==> src/design/tick_timer_pkg.sv <==
// constants and types for the periodic tick timer
// assumes a 20 MHz system clock and a 32-bit apb register bus
package tick_timer_pkg;

  // register indices; byte address is four times the index
  localparam logic [15:0] IDX_CONTROL = 16'h5000;
  localparam logic [15:0] IDX_COUNT   = 16'h5001;
  localparam logic [15:0] IDX_MASK    = 16'h5002;
  localparam logic [15:0] IDX_FLAGS   = 16'h5003;
  localparam logic [31:0] ADDR_CONTROL = {14'h0000, IDX_CONTROL, 2'h0};
  localparam logic [31:0] ADDR_COUNT   = {14'h0000, IDX_COUNT, 2'h0};
  localparam logic [31:0] ADDR_MASK    = {14'h0000, IDX_MASK, 2'h0};
  localparam logic [31:0] ADDR_FLAGS   = {14'h0000, IDX_FLAGS, 2'h0};

  // control field positions
  localparam int BIT_RUN   = 0;
  localparam int BIT_CLEAR = 4;

  // event bit positions in mask and flag registers
  localparam int BIT_EV32 = 3;
  localparam int BIT_EV8  = 2;
  localparam int BIT_EV2  = 1;
  localparam int BIT_EV1  = 0;

  // counter bit whose falling edge marks each event
  localparam int CNT_EV32 = 2;
  localparam int CNT_EV8  = 4;
  localparam int CNT_EV2  = 6;
  localparam int CNT_EV1  = 7;

  localparam logic [7:0] RESET_BYTE = 8'h00;
  localparam logic [3:0] RESET_NIB  = 4'h0;

  // timing: counter steps at 256 Hz
  localparam int CLK_FREQ_HZ   = 20000000;
  localparam int COUNT_RATE_HZ = 256;
  localparam int STEP_CYCLES   = CLK_FREQ_HZ / COUNT_RATE_HZ;

  typedef struct packed {
    logic ev32;
    logic ev8;
    logic ev2;
    logic ev1;
  } tick_events_type;

endpackage : tick_timer_pkg

==> src/design/periodic_tick_timer.sv <==
// periodic tick timer: 8-bit counter, run/clear, four tick flags, irq
// assumes apb master on I_CLK, synchronous active-high reset
//
// Our own choice: the APB slave port.
`timescale 1ns/10ps

// Summary of operation
// - count only while running; clear resets counter
// - counter readable, writes ignored
// - four enables at bits 3..0, reset zero
// - events set flags; write one clears
module periodic_tick_timer
  import tick_timer_pkg::*;
#(
  parameter int P_STEP_CYCLES = STEP_CYCLES
) (
  input  wire logic        I_CLK,
  input  wire logic        I_RST,
  input  wire logic        I_PSEL,
  input  wire logic        I_PENABLE,
  input  wire logic        I_PWRITE,
  input  wire logic [31:0] I_PADDR,
  input  wire logic [31:0] I_PWDATA,
  output logic             O_PREADY,
  output logic             O_PSLVERR,
  output logic      [31:0] O_PRDATA,
  output logic             O_IRQ
);

  ////////////////////////////////////////////////////////////////////
  // registers, their next values and bus decode
  logic            run_q;
  logic            run_d;
  logic [7:0]      count_q;
  logic [7:0]      count_d;
  logic [31:0]     pre_q;
  logic [31:0]     pre_d;
  logic            pre_last;
  logic            step;
  tick_events_type mask_q;
  tick_events_type mask_d;
  logic            flag_32hz_event_q;
  logic            flag_8hz_event_q;
  logic            flag_2hz_event_q;
  logic            flag_1hz_event_q;
  tick_events_type flags;
  tick_events_type flags_d;
  tick_events_type flag_clr;
  tick_events_type events;
  logic            irq_q;
  logic            irq_d;
  logic            setup;
  logic            access;
  logic            wr;
  logic            rd_setup;
  logic            sel_control;
  logic            sel_count;
  logic            sel_mask;
  logic            sel_flags;
  logic            mapped;
  logic            wr_control;
  logic            wr_mask;
  logic            wr_flags;
  logic            clear_req;
  logic [7:0]      rd_byte;
  logic [31:0]     prdata_q;
  logic [31:0]     prdata_d;

  ////////////////////////////////////////////////////////////////////
  // address compare shared by every register select
  function automatic logic hit(
    input logic [31:0] a,
    input logic [31:0] r
  );
    hit = (a == r);
  endfunction : hit

  // true when a step carries through every counter bit up to top
  function automatic logic wraps(
    input logic [7:0] cnt,
    input int         top
  );
    logic all_ones;
    all_ones = 1'b1;
    for (int i = 0; i < $bits(cnt); i++) begin
      if (i <= top) begin
        all_ones = all_ones & cnt[i];
      end
    end
    wraps = all_ones;
  endfunction : wraps

  // one flag bit; a new event wins over a write-one clear
  function automatic logic flag_next(
    input logic cur,
    input logic set,
    input logic clr
  );
    flag_next = set | (cur & ~clr);
  endfunction : flag_next

  ////////////////////////////////////////////////////////////////////
  // apb decode; each register takes one aligned word
  assign setup    = I_PSEL & ~I_PENABLE;
  assign access   = I_PSEL & I_PENABLE;
  assign wr       = access & I_PWRITE;
  assign rd_setup = setup & ~I_PWRITE;

  assign sel_control = hit(I_PADDR, ADDR_CONTROL);
  assign sel_count   = hit(I_PADDR, ADDR_COUNT);
  assign sel_mask    = hit(I_PADDR, ADDR_MASK);
  assign sel_flags   = hit(I_PADDR, ADDR_FLAGS);
  assign mapped      = sel_control | sel_count | sel_mask | sel_flags;

  assign wr_control = wr & sel_control;
  assign wr_mask    = wr & sel_mask;
  assign wr_flags   = wr & sel_flags;

  // zero wait states; unmapped addresses answer with an error
  assign O_PREADY  = 1'b1;
  assign O_PSLVERR = access & ~mapped;

  ////////////////////////////////////////////////////////////////////
  // clear on one
  assign clear_req = wr_control & I_PWDATA[BIT_CLEAR];

  always_comb begin
    run_d = run_q;
    if (wr_control) begin
      run_d = I_PWDATA[BIT_RUN];
    end
  end

  always_ff @(posedge I_CLK) begin
    if (I_RST) begin
      run_q <= 1'b0;
    end else begin
      run_q <= run_d;
    end
  end

  // prescaler freezes with the counter so a stop does not lose phase
  assign pre_last = (pre_q == 32'(P_STEP_CYCLES - 1));
  assign step     = run_q & pre_last;

  always_comb begin
    pre_d = pre_q;
    if (clear_req || step) begin
      pre_d = '0;
    end else if (run_q) begin
      pre_d = pre_q + 32'h00000001;
    end
  end

  always_ff @(posedge I_CLK) begin
    if (I_RST) begin
      pre_q <= '0;
    end else begin
      pre_q <= pre_d;
    end
  end

  always_comb begin
    count_d = count_q;
    if (clear_req) begin
      count_d = RESET_BYTE;
    end else if (step) begin
      count_d = count_q + 8'h01;
    end
  end

  always_ff @(posedge I_CLK) begin
    if (I_RST) begin
      count_q <= RESET_BYTE;
    end else begin
      count_q <= count_d;
    end
  end

  // an event is the falling edge of its counter bit
  always_comb begin
    events.ev32 = step & wraps(count_q, CNT_EV32);
    events.ev8  = step & wraps(count_q, CNT_EV8);
    events.ev2  = step & wraps(count_q, CNT_EV2);
    events.ev1  = step & wraps(count_q, CNT_EV1);
  end

  ////////////////////////////////////////////////////////////////////
  // enable register
  always_comb begin
    mask_d = mask_q;
    if (wr_mask) begin
      mask_d = I_PWDATA[BIT_EV32:BIT_EV1];
    end
  end

  always_ff @(posedge I_CLK) begin
    if (I_RST) begin
      mask_q <= RESET_NIB;
    end else begin
      mask_q <= mask_d;
    end
  end

  // write-one clear applies only to a flag register write
  always_comb begin
    flag_clr = RESET_NIB;
    if (wr_flags) begin
      flag_clr = I_PWDATA[BIT_EV32:BIT_EV1];
    end
  end

  always_comb begin
    flags_d.ev32 = flag_next(flags.ev32, events.ev32, flag_clr.ev32);
    flags_d.ev8  = flag_next(flags.ev8, events.ev8, flag_clr.ev8);
    flags_d.ev2  = flag_next(flags.ev2, events.ev2, flag_clr.ev2);
    flags_d.ev1  = flag_next(flags.ev1, events.ev1, flag_clr.ev1);
  end

  always_ff @(posedge I_CLK) begin
    if (I_RST) begin
      flag_32hz_event_q <= 1'b0;
    end else begin
      flag_32hz_event_q <= flags_d.ev32;
    end
  end

  always_ff @(posedge I_CLK) begin
    if (I_RST) begin
      flag_8hz_event_q <= 1'b0;
    end else begin
      flag_8hz_event_q <= flags_d.ev8;
    end
  end

  always_ff @(posedge I_CLK) begin
    if (I_RST) begin
      flag_2hz_event_q <= 1'b0;
    end else begin
      flag_2hz_event_q <= flags_d.ev2;
    end
  end

  always_ff @(posedge I_CLK) begin
    if (I_RST) begin
      flag_1hz_event_q <= 1'b0;
    end else begin
      flag_1hz_event_q <= flags_d.ev1;
    end
  end

  assign flags = {flag_32hz_event_q, flag_8hz_event_q,
                  flag_2hz_event_q, flag_1hz_event_q};

  assign irq_d = |(flags & mask_q);

  always_ff @(posedge I_CLK) begin
    if (I_RST) begin
      irq_q <= 1'b0;
    end else begin
      irq_q <= irq_d;
    end
  end

  // registered so the request never glitches
  assign O_IRQ = irq_q;

  ////////////////////////////////////////////////////////////////////
  // clear bit is write-only and reads zero
  always_comb begin
    rd_byte = RESET_BYTE;
    if (sel_control) begin
      rd_byte[BIT_RUN] = run_q;
    end else if (sel_count) begin
      rd_byte = count_q;
    end else if (sel_mask) begin
      rd_byte[BIT_EV32:BIT_EV1] = mask_q;
    end else if (sel_flags) begin
      rd_byte[BIT_EV32:BIT_EV1] = flags;
    end
  end

  // read data is captured in setup and stands through access;
  // a flag that sets during the access shows on the next read
  always_comb begin
    prdata_d = prdata_q;
    if (rd_setup) begin
      prdata_d = 32'(rd_byte);
    end
  end

  always_ff @(posedge I_CLK) begin
    if (I_RST) begin
      prdata_q <= '0;
    end else begin
      prdata_q <= prdata_d;
    end
  end

  assign O_PRDATA = prdata_q;

endmodule : periodic_tick_timer

==> config.mk <==
export PLATFORM = sky130hd
export DESIGN_NAME = periodic_tick_timer
export DESIGN_NICKNAME = d
export VERILOG_FILES = /design/src/design/tick_timer_pkg.sv /design/src/design/periodic_tick_timer.sv
export SDC_FILE = /design/constraint.sdc
export NUM_CORES = 1
export LEC_CHECK = 0
export ABC_AREA = 1
export BUFFER_PORTS_ARGS = -buffer_cell sky130_fd_sc_hd__buf_4
export CELL_PAD_IN_SITES_DETAIL_PLACEMENT = 0
export CELL_PAD_IN_SITES_GLOBAL_PLACEMENT = 1
export CORE_AREA = 2 2 104 106
export CTS_CLUSTER_DIAMETER = 80
export DETAILED_ROUTE_END_ITERATION = 8
export DIE_AREA = 0 0 106 108
export PLACE_DENSITY = 0.91
export SETUP_SLACK_MARGIN = 0.02
export SLEW_MARGIN = 5
export SYNTH_ARGS = -nofsm -noshare
export SYNTH_HDL_FRONTEND = slang
export SYNTH_SLANG_ARGS = --single-unit
==> constraint.sdc <==
create_clock -name I_CLK -period 2.11 [get_ports I_CLK]
set_clock_uncertainty 0.05 [all_clocks]
set_input_delay 0.422 -clock I_CLK [delete_from_list [all_inputs] [get_ports I_CLK]]
set_output_delay 0.422 -clock I_CLK [all_outputs]
set_load 0.02 [all_outputs]
==> impl_metrics.json <==
{
  "status": "complete, no violations",
  "clkLatencyLatePin_ps": 330,
  "fin_crit_ps": 1960,
  "cts_buffers": 9,
  "first_iter_violations": 187,
  "initial_core_util_pct": 36.6,
  "ys.flop_type": "dfxtp_1",
  "netlist_instances": 548,
  "critical_path.max_fanout": 3,
  "wl_per_cell_um": 11.3,
  "dp_hpwl_mm": 6.78,
  "io_pins": 104,
  "gp_congestion": 0.848,
  "netlist_top_cells_count": "112 x nand2_1, 70 x nor2_1, 66 x inv_1",
  "fillerInstances": 1048,
  "synth_top_cell_by_area": "dfxtp_1",
  "rows": 37,
  "grt_pass1_vias": 3308,
  "post_cts_hold_buffer_count": 0,
  "cts.htree.levels": 3,
  "end_kind": "output pin",
  "yosysWarnings": 0,
  "fin_nets": 686,
  "diodes": 0,
  "clock_path_buffers": 2,
  "yosysMostFrequentCell": "nand2_1",
  "coreArea_um2": 10200,
  "post_cts_buffers": 0,
  "multiInputGateArea_um2": 2150,
  "setup_violations": 0,
  "gr-total-overflow": 0,
  "die_h_um": 108,
  "syn2layout_area_growth_pct": 19.1,
  "port-buffer-count": 51,
  "drt-total-wl_mm": 8.53,
  "critPathRequiredTime_ps": 1640,
  "synth-seq-cells": 58,
  "via_per_inst": 4.68,
  "fin_crit_sh_pct": 93.0,
  "hold_viol": 0,
  "synth_area_leaders": "dfxtp_1 31%, nand2_1 11%, nor2_1 7.0%",
  "cp_cell_sequence": "buf_4 > inv_1 > nand2_1 > nor2_1 > nand2_1 > nor2_1 > o31ai_2 > nand2_1 > nor2_2 > buf_4",
  "clk_pin_slew_worst_paths_ps": 60,
  "synth_enable_flop_cells": 0,
  "cts_sinks": 58,
  "track_usage_pct": 16.2,
  "dieArea_um2": 11400,
  "vdd_drop_max_mv": 0.250,
  "area.sequential_um2": 1160,
  "crit_arrival_ps": 1490,
  "drt_first_pass_iters": 5,
  "hold_slack_ps": 322,
  "crit_path_top_delay_cell": "nor2_1",
  "rsz0062_at_grt": "false",
  "ys_seq_area_share_pct": 31.0,
  "ant_nets": 0,
  "cts_tree": "done",
  "cts-root-buf": "clkbuf_8",
  "antenna_found_initial": 0,
  "drive_gt1_share_pct": 20.9,
  "ctsResizeCount": 0,
  "crit_top_cell": "nand2_1",
  "fin_setup_tns_ps": 0,
  "grt_pass1_wl_mm": 15.1,
  "yosysTopAreaCellShare_pct": 31.0,
  "synth_cell_type_count": 38,
  "cp-start-kind": "input pin",
  "drc_errors": 0,
  "syn_area_um2": 3740,
  "p_per_area_nw_per_um2": 523,
  "path_buf_inv": 3,
  "hold_path.class": "input pin to register",
  "worstSetupPathType": "input pin to output pin",
  "cap_violations": 0,
  "async_flop_share_pct": 0,
  "slew_violations": 0,
  "critPathTopFamily": "simple AND/OR/NAND/NOR gates",
  "grt_max_degree": 19,
  "max_freq_mhz": 509,
  "via_count": 3524,
  "postSynthAreaPerCell_um2": 6.83,
  "fp.dieW_um": 106,
  "p_leak_nw": 1.81,
  "slowest_delay_ps": 280
}
report_power, final:
| part | internal, mW | switching, mW |
|---|---|---|
| registers | 1.09 | 0.0000000000157 |
| clock network | 0.634 | 0.425 |
| logic | 0.0722 | 0.105 |
placed cells by master, fill, tap and decap left out, types with 19 or more instances in the layout:
cell type / n
a21oi_1: 26
buf_4: 60
conb_1: 25
dfxtp_1: 58
inv_1: 66
nand2_1: 110
nand3_1: 44
nand4_1: 25
nor2_1: 67
nor2_2: 20
nor3_1: 19
state kept, by name, summed over array words and instances (netlist names):
register and cells:
run_q 1, mask_q 4, count_q 8, flag_2hz_event_q 1
O_PRDATA 8, O_IRQ 1, flag_32hz_event_q 1, flag_1hz_event_q 1
flag_8hz_event_q 1, pre_q 32
logic make-up (layout without fill, tap and decap cells):
| family | count (synthesis) | after routing | share of synthesized area [%] |
|---|---|---|---|
| other | 2 | 25 | 0.201 |
| AOI/OAI and AO/OA | 38 | 38 | 5.68 |
| and+or+nand+nor | 317 | 317 | 41.6 |
| DFF | 58 | 58 | 31.0 |
| buffers and inverters | 104 | 150 | 14.3 |
| xor gates and xnor gates | 25 | 25 | 5.85 |
| adders and majority gates | 4 | 4 | 1.34 |
cell type report:
| type | instances | share of cell area, % |
|---|---|---|
| sequential | 58 | 26.0 |
| tap | 136 | 3.82 |
| inverter | 72 | 6.06 |
| clock inverter | 2 | 0.786 |
| multi-input combinational | 409 | 48.2 |
| timing repair buffer | 63 | 11.3 |
| clock buffer | 13 | 3.79 |
worst register-to-register path, delay by kind of cell (launching register included):
| family | cells | cell delay, ps |
|---|---|---|
| and+or+nand+nor | 5 | 840 |
| DFF | 1 | 510 |
| buffers and inverters | 3 | 400 |
metrics by stage:
step                setup WS, ps  instances  total power, mW  util, %  area [um2]
floorplan                    283        571             1.25        -        3830
global placement             141        738             1.29     41.4        4230
detailed placement           114        738             1.29     41.4        4230
CTS                          125        753             2.36     43.4        4440
global route                23.5        753             2.44     43.6        4460
finish                       147        753             2.33     43.6        4460
routing by layer:
layer	track usage [%]	up-vias	share of wire, %
met5	0	-	0
met4	5.17	0	1.6
met3	3.32	13	4.2
met2	26.4	75	47
met1	21.7	1585	48
li1	-	1851	-
path summary, 6_finish.rpt:
path              slack, ps  depth (start not counted)                 to        start
setup / recovery        150                         10          O_PSLVERR   I_PADDR[8]
hold reg to reg         410                          2        O_PRDATA[6]  O_PRDATA[6]
hold / removal          320                          4  flag_32hz_event_q  I_PWDATA[3]
setup reg to reg        210                          8           pre_q[6]        run_q
Power figures use the tool's default switching activity.
